$ cat src/verilog/eps_constfix.sv
`timescale 1ns/1ps

$ cat src/verilog/eps_pkg.sv
/*
  eps_pkg: constants and types shared by the external program sequencer.
  Holds the command character codes, the parser field layout, the bit-test
  field positions, reset values and the two state encodings.
  Assumes the host and the external memory both carry 8-bit characters.
*/
package eps_pkg;

  // command opcodes, the same byte in both formats except halt_run
  localparam logic [7:0] OP_SET_PTR     = 8'h59; // set pointer / long jump
  localparam logic [7:0] OP_START_STORE = 8'h45; // enter program entry
  localparam logic [7:0] OP_STOP_STORE  = 8'h51; // leave program entry
  localparam logic [7:0] OP_RUN         = 8'h58; // start execution
  localparam logic [7:0] OP_SHORT_BR    = 8'h4a; // in-page jump
  localparam logic [7:0] OP_BYTE_REP    = 8'h4c; // byte-count repeat
  localparam logic [7:0] OP_WIDE_REP    = 8'h5a; // wide-count repeat
  localparam logic [7:0] OP_MISMATCH_BR = 8'h54; // branch while inputs differ
  localparam logic [7:0] OP_HALT_ASCII  = 8'h30; // halt_run, ASCII format
  localparam logic [7:0] OP_HALT_BIN    = 8'h00; // halt_run, binary format

  // ASCII framing characters
  localparam logic [7:0] CH_CR     = 8'h0d; // command terminator
  localparam logic [7:0] CH_COMMA  = 8'h2c; // argument separator
  localparam logic [7:0] CH_SPACE  = 8'h20; // ignored filler
  localparam logic [7:0] CH_DIGIT0 = 8'h30; // lowest decimal digit
  localparam logic [7:0] CH_DIGIT9 = 8'h39; // highest decimal digit

  // binary data counts that select how the argument bytes split
  localparam logic [7:0] BIN_CNT_ONE   = 8'h01; // single byte argument
  localparam logic [7:0] BIN_CNT_TWO   = 8'h02; // two bytes
  localparam logic [7:0] BIN_CNT_THREE = 8'h03; // wide count plus target

  // bit-test parameter fields of branch_on_mismatch
  localparam int TEST_GROUP_POS = 6; // set: compare the six-bit group
  localparam int TEST_LEVEL_POS = 4; // expected level for one bit
  localparam int TEST_SEL_W     = 4; // width of single-bit selector
  localparam int TEST_GROUP_W   = 6; // width of the group compare

  // reset value and pointer increment
  localparam logic [15:0] PTR_RST = 16'h0000; // pointer after reset
  localparam logic [15:0] ONE16   = 16'h0001; // pointer increment

  // sequencer states, gray along direct-fetch-read-parse
  typedef enum logic [2:0] {
    ST_DIRECT  = 3'b000,
    ST_FETCH   = 3'b001,
    ST_WAIT_RD = 3'b011,
    ST_PARSE   = 3'b010,
    ST_EXEC    = 3'b110,
    ST_ENTRY   = 3'b100
  } eps_state_t;

  // character assembler states
  typedef enum logic [1:0] {
    PS_OP   = 2'b00,
    PS_ARGS = 2'b01,
    PS_CNT  = 2'b11,
    PS_DATA = 2'b10
  } eps_parse_t;

endpackage

$ cat src/verilog/eps_cmd_asm.sv
/*
  eps_cmd_asm: assembles a stream of command characters into one command:
  opcode plus two argument fields, in ASCII or binary format.
  Assumes one character per valid cycle and at least one idle cycle
  between a command's last character and the next command's first.
*/
`timescale 1ns/1ps
module eps_cmd_asm (
  input  wire logic        mclk_i,   // system clock
  input  wire logic        nrst_i,   // async reset, active low
  input  wire logic        clr_i,    // drop any partial command
  input  wire logic        valid_i,  // character strobe
  input  wire logic [7:0]  char_i,   // character
  input  wire logic        ascii_i,  // format select
  output logic             idle_o,   // waiting for an opcode
  output logic             done_o,   // one-cycle command complete
  output logic [7:0]       op_o,     // opcode
  output logic [15:0]      f0_o,     // first argument
  output logic [15:0]      f1_o      // second argument
);

  eps_pkg::eps_parse_t st, next_st; // assembler state
  logic        fsel, next_fsel; // ASCII field index
  logic [7:0]  cnt, next_cnt;   // binary bytes still due
  logic [7:0]  tot, next_tot;   // binary total count
  logic [23:0] acc, next_acc;   // binary byte shifter
  logic        next_done;
  logic [7:0]  next_op;
  logic [15:0] next_f0;
  logic [15:0] next_f1;

  // decimal digit accumulate, ten times plus the digit
  function automatic logic [15:0] dec_step(input logic [15:0] f, input logic [7:0] c);
    logic [15:0] d;
    d = {8'h00, c - eps_pkg::CH_DIGIT0};
    dec_step = (f << 3) + (f << 1) + d;
  endfunction

  assign idle_o = (st == eps_pkg::PS_OP);

  // next-state and field assembly
  always_comb begin
    logic [23:0] sh;
    sh        = {acc[15:0], char_i};
    next_st   = st;
    next_fsel = fsel;
    next_cnt  = cnt;
    next_tot  = tot;
    next_acc  = acc;
    next_done = 1'b0;
    next_op   = op_o;
    next_f0   = f0_o;
    next_f1   = f1_o;
    if (clr_i) begin
      next_st = eps_pkg::PS_OP;
    end else if (valid_i) begin
      unique case (st)
        eps_pkg::PS_OP: begin
          // stop_storing stands alone in both formats
          if (char_i == eps_pkg::OP_STOP_STORE) begin
            next_op   = char_i;
            next_f0   = 16'h0000;
            next_f1   = 16'h0000;
            next_done = 1'b1;
          end else if (!ascii_i) begin
            next_op = char_i;
            next_st = eps_pkg::PS_CNT;
          end else if (char_i != eps_pkg::CH_CR && char_i != eps_pkg::CH_SPACE) begin
            next_op   = char_i;
            next_f0   = 16'h0000;
            next_f1   = 16'h0000;
            next_fsel = 1'b0;
            next_st   = eps_pkg::PS_ARGS;
          end
        end
        eps_pkg::PS_ARGS: begin
          // decimal digits, comma moves to second field, cr ends
          if (char_i == eps_pkg::CH_CR) begin
            next_done = 1'b1;
            next_st   = eps_pkg::PS_OP;
          end else if (char_i == eps_pkg::CH_COMMA) begin
            next_fsel = 1'b1;
          end else if (char_i >= eps_pkg::CH_DIGIT0 && char_i <= eps_pkg::CH_DIGIT9) begin
            if (fsel) begin
              next_f1 = dec_step(f1_o, char_i);
            end else begin
              next_f0 = dec_step(f0_o, char_i);
            end
          end
        end
        eps_pkg::PS_CNT: begin
          // zero count completes at once, as binary halt_run does
          next_cnt = char_i;
          next_tot = char_i;
          next_acc = 24'h000000;
          next_f0  = 16'h0000;
          next_f1  = 16'h0000;
          if (char_i == 8'h00) begin
            next_done = 1'b1;
            next_st   = eps_pkg::PS_OP;
          end else begin
            next_st = eps_pkg::PS_DATA;
          end
        end
        eps_pkg::PS_DATA: begin
          // big-endian bytes; split once the last has arrived
          next_acc = sh;
          next_cnt = cnt - 8'h01;
          if (cnt == 8'h01) begin
            next_done = 1'b1;
            next_st   = eps_pkg::PS_OP;
            if (tot == eps_pkg::BIN_CNT_ONE) begin
              next_f0 = {8'h00, sh[7:0]};
            end else if (tot == eps_pkg::BIN_CNT_TWO && op_o == eps_pkg::OP_SET_PTR) begin
              next_f0 = sh[15:0];
            end else if (tot == eps_pkg::BIN_CNT_TWO) begin
              next_f0 = {8'h00, sh[15:8]};
              next_f1 = {8'h00, sh[7:0]};
            end else begin
              next_f0 = sh[23:8];
              next_f1 = {8'h00, sh[7:0]};
            end
          end
        end
      endcase
    end
  end

  // registers only
  always_ff @(posedge mclk_i or negedge nrst_i) begin
    if (!nrst_i) begin
      st     <= eps_pkg::PS_OP;
      fsel   <= 1'b0;
      cnt    <= 8'h00;
      tot    <= 8'h00;
      acc    <= 24'h000000;
      done_o <= 1'b0;
      op_o   <= 8'h00;
      f0_o   <= 16'h0000;
      f1_o   <= 16'h0000;
    end else begin
      st     <= next_st;
      fsel   <= next_fsel;
      cnt    <= next_cnt;
      tot    <= next_tot;
      acc    <= next_acc;
      done_o <= next_done;
      op_o   <= next_op;
      f0_o   <= next_f0;
      f1_o   <= next_f1;
    end
  end

endmodule

$ cat src/verilog/eps_sequencer.sv
/*
  eps_sequencer: external program sequencer. Records host commands into a
  byte-wide external memory, runs programs from it, handles jumps, the two
  repeat counters and interleaved host commands. Commands it does not own
  go out on the exec port and are waited for.
  Assumes host characters, memory read data, exec_done_i, test bits and
  the format bit all come from logic on mclk_i; memory writes take one
  cycle and a read answers with mem_rvalid_i one or more cycles later.
*/
`timescale 1ns/1ps
module eps_sequencer (
  input  wire logic        mclk_i,             // 200 MHz system clock
  input  wire logic        nrst_i,             // async reset, active low
  input  wire logic        ascii_format_bit_i, // mode register top bit
  input  wire logic        host_valid_i,       // host character offered
  input  wire logic [7:0]  host_char_i,        // host character
  output logic             host_ready_o,       // character taken when high
  output logic [15:0]      mem_addr_o,         // memory address
  output logic [7:0]       mem_wdata_o,        // memory write data
  output logic             mem_we_o,           // one-cycle write strobe
  output logic             mem_re_o,           // one-cycle read strobe
  input  wire logic        mem_rvalid_i,       // read data valid
  input  wire logic [7:0]  mem_rdata_i,        // read data
  input  wire logic [15:0] test_bits_i,        // signals for bit test
  output logic             exec_valid_o,       // one-cycle command out
  output logic [7:0]       exec_op_o,          // its opcode
  output logic [15:0]      exec_arg0_o,        // its first argument
  output logic [15:0]      exec_arg1_o,        // its second argument
  input  wire logic        exec_done_i,        // other block finished
  output logic             running_o,          // execution mode
  output logic             storing_o,          // entry mode
  output logic [15:0]      ptr_o               // address pointer
);

  eps_pkg::eps_state_t state, next_state; // sequencer state
  logic        in_run, next_in_run; // program execution mode
  logic [15:0] ptr, next_ptr;       // memory address pointer
  logic        hp_valid, next_hp_valid; // host command waiting
  logic [7:0]  hp_op, next_hp_op;
  logic [15:0] hp_f0, next_hp_f0;
  logic [15:0] hp_f1, next_hp_f1;
  logic [7:0]  lp_cnt, next_lp_cnt;   // byte repeat counter
  logic        lp_act, next_lp_act;   // byte repeat active
  logic [15:0] zl_cnt, next_zl_cnt;   // wide repeat counter
  logic        zl_act, next_zl_act;   // wide repeat active
  logic        next_host_ready;
  logic [15:0] next_mem_addr;
  logic [7:0]  next_mem_wdata;
  logic        next_mem_we;
  logic        next_mem_re;
  logic        next_exec_valid;
  logic [7:0]  next_exec_op;
  logic [15:0] next_exec_arg0;
  logic [15:0] next_exec_arg1;
  logic        h_take;     // host character taken this cycle
  logic        h_idle;     // host assembler between commands
  logic        h_done;     // host command complete
  logic [7:0]  h_op;
  logic [15:0] h_f0;
  logic [15:0] h_f1;
  logic        m_feed;     // fetched character to assembler
  logic        m_clr;      // drop partial fetched command
  logic        m_done;     // fetched command complete
  logic [7:0]  m_op;
  logic [15:0] m_f0;
  logic [15:0] m_f1;
  logic        go;         // a whole command is to be acted on
  logic [7:0]  c_op;
  logic [15:0] c_f0;
  logic [15:0] c_f1;
  logic [7:0]  halt_op;    // halt_run for the current format

  assign ptr_o  = ptr;
  assign h_take = host_valid_i & host_ready_o;
  assign m_feed = (state == eps_pkg::ST_WAIT_RD) & mem_rvalid_i;
  // the format bit picks which byte means halt_run
  assign halt_op = ascii_format_bit_i ? eps_pkg::OP_HALT_ASCII : eps_pkg::OP_HALT_BIN;

  // true when the selected test inputs differ from the parameter
  function automatic logic bit_mismatch(input logic [7:0] prm, input logic [15:0] bits);
    logic [eps_pkg::TEST_SEL_W-1:0] sel;
    sel = prm[eps_pkg::TEST_SEL_W-1:0];
    if (prm[eps_pkg::TEST_GROUP_POS]) begin
      bit_mismatch = bits[eps_pkg::TEST_GROUP_W-1:0] != prm[eps_pkg::TEST_GROUP_W-1:0];
    end else begin
      bit_mismatch = bits[sel] != prm[eps_pkg::TEST_LEVEL_POS];
    end
  endfunction

  // host characters: assembled while direct, running or storing
  eps_cmd_asm u_host_asm (
    .mclk_i  (mclk_i),
    .nrst_i  (nrst_i),
    .clr_i   (1'b0),
    .valid_i (h_take),
    .char_i  (host_char_i),
    .ascii_i (ascii_format_bit_i),
    .idle_o  (h_idle),
    .done_o  (h_done),
    .op_o    (h_op),
    .f0_o    (h_f0),
    .f1_o    (h_f1)
  );

  // fetched characters: a separate assembler so both streams interleave
  eps_cmd_asm u_mem_asm (
    .mclk_i  (mclk_i),
    .nrst_i  (nrst_i),
    .clr_i   (m_clr),
    .valid_i (m_feed),
    .char_i  (mem_rdata_i),
    .ascii_i (ascii_format_bit_i),
    .idle_o  (),
    .done_o  (m_done),
    .op_o    (m_op),
    .f0_o    (m_f0),
    .f1_o    (m_f1)
  );

  // sequencer next values
  always_comb begin
    next_state      = state;
    next_in_run     = in_run;
    next_ptr        = ptr;
    next_hp_valid   = hp_valid;
    next_hp_op      = hp_op;
    next_hp_f0      = hp_f0;
    next_hp_f1      = hp_f1;
    next_lp_cnt     = lp_cnt;
    next_lp_act     = lp_act;
    next_zl_cnt     = zl_cnt;
    next_zl_act     = zl_act;
    next_mem_addr   = mem_addr_o;
    next_mem_wdata  = mem_wdata_o;
    next_mem_we     = 1'b0;
    next_mem_re     = 1'b0;
    next_exec_valid = 1'b0;
    next_exec_op    = exec_op_o;
    next_exec_arg0  = exec_arg0_o;
    next_exec_arg1  = exec_arg1_o;
    m_clr           = 1'b0;
    go              = 1'b0;
    c_op            = hp_op;
    c_f0            = hp_f0;
    c_f1            = hp_f1;

    // a finished host command waits here; storing records instead
    if (h_done && state != eps_pkg::ST_ENTRY) begin
      next_hp_valid = 1'b1;
      next_hp_op    = h_op;
      next_hp_f0    = h_f0;
      next_hp_f1    = h_f1;
    end

    unique case (state)
      eps_pkg::ST_DIRECT: begin
        if (hp_valid) begin
          go            = 1'b1;
          next_hp_valid = 1'b0;
        end
      end
      eps_pkg::ST_ENTRY: begin
        // stop_storing is spotted on its first character and not stored
        if (h_take && h_idle && host_char_i == eps_pkg::OP_STOP_STORE) begin
          next_state = eps_pkg::ST_DIRECT;
        end else if (h_take) begin
          next_mem_we    = 1'b1;
          next_mem_addr  = ptr;
          next_mem_wdata = host_char_i;
          next_ptr       = ptr + eps_pkg::ONE16;
        end
      end
      eps_pkg::ST_FETCH: begin
        // host commands slot in before each fetch, so also between characters of one fetched command
        if (hp_valid) begin
          go            = 1'b1;
          next_hp_valid = 1'b0;
        end else begin
          next_mem_re   = 1'b1;
          next_mem_addr = ptr;
          next_state    = eps_pkg::ST_WAIT_RD;
        end
      end
      eps_pkg::ST_WAIT_RD: begin
        // pointer moves on every read, so page crossings land early
        if (mem_rvalid_i) begin
          next_ptr   = ptr + eps_pkg::ONE16;
          next_state = eps_pkg::ST_PARSE;
        end
      end
      eps_pkg::ST_PARSE: begin
        if (m_done) begin
          go   = 1'b1;
          c_op = m_op;
          c_f0 = m_f0;
          c_f1 = m_f1;
        end else begin
          next_state = eps_pkg::ST_FETCH;
        end
      end
      eps_pkg::ST_EXEC: begin
        if (exec_done_i) begin
          next_state = in_run ? eps_pkg::ST_FETCH : eps_pkg::ST_DIRECT;
        end
      end
      default: begin
        next_state = eps_pkg::ST_DIRECT;
      end
    endcase

    // act on one whole command, host or fetched alike
    if (go) begin
      next_state = in_run ? eps_pkg::ST_FETCH : eps_pkg::ST_DIRECT;
      if (c_op == halt_op) begin
        next_in_run = 1'b0;
        next_state  = eps_pkg::ST_DIRECT;
        m_clr       = 1'b1;
      end else begin
        unique case (c_op)
          eps_pkg::OP_SET_PTR: begin
            // direct: pointer only; fetched: continues from it
            next_ptr = c_f0;
          end
          eps_pkg::OP_START_STORE: begin
            if (!in_run) begin
              next_state = eps_pkg::ST_ENTRY;
            end
          end
          eps_pkg::OP_RUN: begin
            if (!in_run) begin
              next_in_run = 1'b1;
              next_state  = eps_pkg::ST_FETCH;
              m_clr       = 1'b1;
            end
          end
          eps_pkg::OP_STOP_STORE: begin
            // outside entry it has nothing to stop
            next_state = next_state;
          end
          eps_pkg::OP_SHORT_BR: begin
            next_ptr = {ptr[15:8], c_f0[7:0]};
          end
          eps_pkg::OP_BYTE_REP: begin
            // one counter per kind; a same-kind inner loop would count down the outer's counter
            if (lp_act && lp_cnt == 8'h00) begin
              next_lp_act = 1'b0;
            end else if (!lp_act && c_f0[7:0] == 8'h00) begin
              next_lp_act = 1'b0;
            end else begin
              next_lp_act = 1'b1;
              next_lp_cnt = (lp_act ? lp_cnt : c_f0[7:0]) - 8'h01;
              next_ptr    = {ptr[15:8], c_f1[7:0]};
            end
          end
          eps_pkg::OP_WIDE_REP: begin
            // independent of the byte counter, so the kinds may nest
            if (zl_act && zl_cnt == 16'h0000) begin
              next_zl_act = 1'b0;
            end else if (!zl_act && c_f0 == 16'h0000) begin
              next_zl_act = 1'b0;
            end else begin
              next_zl_act = 1'b1;
              next_zl_cnt = (zl_act ? zl_cnt : c_f0) - eps_pkg::ONE16;
              next_ptr    = {ptr[15:8], c_f1[7:0]};
            end
          end
          eps_pkg::OP_MISMATCH_BR: begin
            if (bit_mismatch(c_f0[7:0], test_bits_i)) begin
              next_ptr = {ptr[15:8], c_f1[7:0]};
            end
          end
          default: begin
            // motion, bit and mode commands belong to other blocks
            next_exec_valid = 1'b1;
            next_exec_op    = c_op;
            next_exec_arg0  = c_f0;
            next_exec_arg1  = c_f1;
            next_state      = eps_pkg::ST_EXEC;
          end
        endcase
      end
    end

    // one character per two cycles and none while a command waits;
    // this keeps a second host command from overwriting the first
    next_host_ready = !next_hp_valid && !h_done && !h_take;
  end

  // sequencer registers
  always_ff @(posedge mclk_i or negedge nrst_i) begin
    if (!nrst_i) begin
      state        <= eps_pkg::ST_DIRECT;
      in_run       <= 1'b0;
      ptr          <= eps_pkg::PTR_RST;
      hp_valid     <= 1'b0;
      hp_op        <= 8'h00;
      hp_f0        <= 16'h0000;
      hp_f1        <= 16'h0000;
      lp_cnt       <= 8'h00;
      lp_act       <= 1'b0;
      zl_cnt       <= 16'h0000;
      zl_act       <= 1'b0;
      host_ready_o <= 1'b0;
      mem_addr_o   <= eps_pkg::PTR_RST;
      mem_wdata_o  <= 8'h00;
      mem_we_o     <= 1'b0;
      mem_re_o     <= 1'b0;
      exec_valid_o <= 1'b0;
      exec_op_o    <= 8'h00;
      exec_arg0_o  <= 16'h0000;
      exec_arg1_o  <= 16'h0000;
      running_o    <= 1'b0;
      storing_o    <= 1'b0;
    end else begin
      state        <= next_state;
      in_run       <= next_in_run;
      ptr          <= next_ptr;
      hp_valid     <= next_hp_valid;
      hp_op        <= next_hp_op;
      hp_f0        <= next_hp_f0;
      hp_f1        <= next_hp_f1;
      lp_cnt       <= next_lp_cnt;
      lp_act       <= next_lp_act;
      zl_cnt       <= next_zl_cnt;
      zl_act       <= next_zl_act;
      host_ready_o <= next_host_ready;
      mem_addr_o   <= next_mem_addr;
      mem_wdata_o  <= next_mem_wdata;
      mem_we_o     <= next_mem_we;
      mem_re_o     <= next_mem_re;
      exec_valid_o <= next_exec_valid;
      exec_op_o    <= next_exec_op;
      exec_arg0_o  <= next_exec_arg0;
      exec_arg1_o  <= next_exec_arg1;
      running_o    <= next_in_run;
      storing_o    <= (next_state == eps_pkg::ST_ENTRY);
    end
  end

endmodule
$ cat config.mk
export PLATFORM = sky130hd
export DESIGN_NAME = eps_sequencer
export DESIGN_NICKNAME = d
export VERILOG_FILES = /design/src/verilog/eps_constfix.sv /design/src/verilog/eps_pkg.sv /design/src/verilog/eps_cmd_asm.sv /design/src/verilog/eps_sequencer.sv
export SDC_FILE = /design/constraint.sdc
export NUM_CORES = 1
export LEC_CHECK = 0
export ABC_CLOCK_PERIOD_IN_PS = 3800
export BUFFER_PORTS_ARGS = -buffer_cell sky130_fd_sc_hd__buf_4
export CORE_MARGIN = 3
export CORE_UTILIZATION = 25
export CTS_BUF_LIST = sky130_fd_sc_hd__clkbuf_16
export DETAILED_ROUTE_END_ITERATION = 8
export SLEW_MARGIN = 20
export SYNTH_ARGS = -nofsm -noshare
export SYNTH_HDL_FRONTEND = slang
export SYNTH_SLANG_ARGS = --single-unit
$ cat constraint.sdc
create_clock -name mclk_i -period 3.8 [get_ports mclk_i]
set_input_delay 0.19 -clock mclk_i [delete_from_list [all_inputs] [get_ports mclk_i]]
set_output_delay 0.19 -clock mclk_i [all_outputs]
set_load 0.01 [all_outputs]
==> results_dict.tcl <==
set metrics [dict create \
    period_minus_slack_ns 3.61 \
    ys_ff_latch 308 \
    drtAntennaViolNets 0 \
    fin_crit_sh_pct 95.0 \
    reg2reg_slack_ns 0.32 \
    gp_congestion 0.904 \
    seq_area_frac_synth_pct 39.9 \
    leakage_nw 10.5 \
    synthTopCellsByCount "308 x dfrtp_1, 255 x nand2_1, 161 x a21oi_1" \
    overflow 0 \
    arrival_ns 4.09 \
    first_pass_iters 6 \
    core_area_um2 76200 \
    cts_max_path_buffers 3 \
    grt_use_total_pct 15.1 \
    synth.most_common_cell "dfrtp_1" \
    grt_pass1_vias 15988 \
    tightest_slew_ns 1.01 \
    crit_type "input port to flop" \
    synth_cell_types 85 \
    slew_headroom_pct 32.4 \
    hold_path_class "input port to flop" \
    skew_ns 0.0196 \
    ir_worst_vdd_mv 0.322 \
    fill_cells 8010 \
    outcome "completed" \
    netlist_top_cells_area "dfrtp_1 40%, ha_1 7.3%, nand2_1 5.0%" \
    regArea_um2 7710 \
    synth_cells 2102 \
    clk_latency_ns 0.56 \
    pwr_density_cell_nw_per_um2 739 \
    tns_ns 0 \
    worstSetupEndpoint "u_host_asm.f0_o[14]" \
    crit_fanout 10 \
    synth_edf_count 0 \
    fmax_ghz 0.277 \
    synth.avg_cell_area_um2 9.19 \
    die-area_um2 80600 \
    rsz0062_at_grt "false" \
    synthesis.area_um2 19300 \
    layout-drive-gt1-share_pct 15.8 \
    multi_input_area_um2 10800 \
    setup_viol 0 \
    cts_root_buf "clkbuf_16" \
    fp.dieW_um 284 \
    cap_violations 0 \
    reg2regPathDepth 13 \
    end_kind "flop" \
    synth.net_count 2277 \
    yosysTopAreaCell "dfrtp_1" \
    num_rows 101 \
    cts_max_level 2 \
    io_pins 124 \
    drt_drc_violations_left 0 \
    crit-reg2reg-capture "u_host_asm.f0_o[14]" \
    grt_antenna_before_repair 0 \
    synthArstFlopShare_pct 100 \
    drt_wl_total_um 61900 \
    fin_nets 2413 \
    cp-start-kind "input port" \
    path_clk_slew_ns 0.07 \
    port_buffers 123 \
    wl_per_cell_um 18.8 \
    cts_sinks 308 \
    yosysTopAreaCellShare_pct 39.9 \
    p_total_mw 17.0 \
    place.detailed.hpwl_um 46300 \
    viasPerCell 5.02 \
    post_cts_buffers 0 \
    grt_pass1_wl_um 96200 \
    vias 16565 \
    grt_max_degree 89 \
    slew_violations 0 \
    yosysWarnings 0 \
    crit_path_start "host_char_i[4]" \
    required_ns 4.28 \
    initialDrtViolationCount 1445 \
    die_h_um 284 \
    synthFlopType "dfrtp_1" \
    start_util_pct 25.3 \
    hold_viol 0 \
    cts_made_buffers 38 \
    areaGrowthSynthToFinish_pct 19.1 \
    cts_tree "built" \
    reg2reg_from "u_host_asm.f0_o[1]" \
]
worst min-delay path by stage:
stage                    from                 to  slack (ns)  cells after the start
2_1_floorplan          nrst_i     exec_arg0_o[0]       -0.11                      0
3_3_place_gp           nrst_i  u_host_asm.tot[6]        0.21                      1
3_5_place_dp           nrst_i  u_host_asm.tot[6]        0.22                      1
4_1_cts           exec_done_i           state[1]        0.02                      3
5_1_grt        mem_rdata_i[2]   u_mem_asm.acc[2]        0.04                      2
6_report       mem_rdata_i[3]   u_mem_asm.acc[3]        0.04                      2
state kept, by name, summed over array words and instances (netlist names), 16 cells and up:
register	count
exec_arg1_o	16
u_mem_asm.acc	16
hp_f1	16
u_mem_asm.f1_o	16
mem_addr_o	16
hp_f0	16
u_host_asm.f1_o	16
u_host_asm.f0_o	16
exec_arg0_o	16
ptr_o	16
u_host_asm.acc	16
zl_cnt	16
u_mem_asm.f0_o	16
worst max-delay path: stages:
cell and delay (ns):
dlygate4sd3_1 0.52, buf_4 0.20, inv_1 0.08, ha_1 0.28
inv_1 0.07, fa_1 0.48, inv_1 0.05, ha_1 0.30
o21a_1 0.13, o21ai_0 0.23, a21o_1 0.18, a21oi_1 0.08
o31a_1 0.30, o21a_1 0.18, or4b_2 0.60, a32oi_1 0.20
per-layer routing:
layer | wire length, um | vias up | part of all wire, % | global-route usage [%]
li1 | - | 7837 | - | -
met1 | 28400 | 8065 | 46 | 21.4
met2 | 27600 | 560 | 45 | 23.4
met3 | 4090 | 103 | 6.6 | 2.47
met4 | 1840 | 0 | 3.0 | 4.89
met5 | 0 | - | 0 | 0
final cells by class:
cell class,count,share of cell area [%]
diodes,1,0.0109
clock buffers,39,4.24
clock inverters,30,1.21
inverters,117,1.91
multi-input cells,1579,46.9
flip-flops and latches,308,33.5
well taps,1030,5.60
repair buffers,194,6.68
where the power goes:
part / internal (mW) / switching (mW) / leakage (nW)
Clock: 2.21 / 1.52 / 0.635
Sequential: 4.29 / 1.20 / 4.06
Combinational: 3.31 / 4.49 / 5.79
Total: 9.81 / 7.20 / 10.5
logic make-up after synthesis:
family | after synthesis | synth area share (%)
AOI/OAI and AO/OA | 581 | 19.1
xor gates and xnor gates | 88 | 3.99
adders and majority gates | 137 | 9.81
buffers and inverters | 215 | 4.52
DFF | 308 | 39.9
muxes | 123 | 6.96
and+or+nand+nor | 650 | 15.7
repair_timing:
action / CTS / global route
hold endpoints to repair: 88 / 0
resized for setup: 0 / 1
endpoints found under the setup margin: 0 / 1
hold buffers: 9 / 0
cells in the final DEF, fill, tap and decap left out, types with 25 or more instances in the layout:
cell,Yosys,final
nand2_1,255,254
a31oi_1,32,32
o21ai_0,150,150
ha_1,113,113
mux2i_1,38,37
buf_4,3,180
o22ai_1,46,45
mux2_2,83,83
nand3_1,81,81
a21oi_1,161,161
dfrtp_1,308,308
nor2_1,150,149
xnor2_1,63,63
xor2_1,25,25
clkbuf_16,0,39
nor3_1,34,34
inv_1,116,121
a22o_1,35,35
per-stage QoR:
stage / instance area, um2 / std cells / hold slack [ns] / setup WS (ns) / utilization [%]
floorplan: 19300 / 2102 / -0.106 / 0.567 / -
global placement: 21700 / 3219 / 0.212 / 0.260 / 28.4
detailed placement: 21700 / 3219 / 0.217 / 0.217 / 28.4
CTS: 23000 / 3297 / 0.0196 / 0.254 / 30.2
global route: 23000 / 3297 / 0.0434 / 0.0350 / 30.2
finish: 23000 / 3298 / 0.0400 / 0.190 / 30.2
No activity file was read; power rests on OpenSTA's default activity.
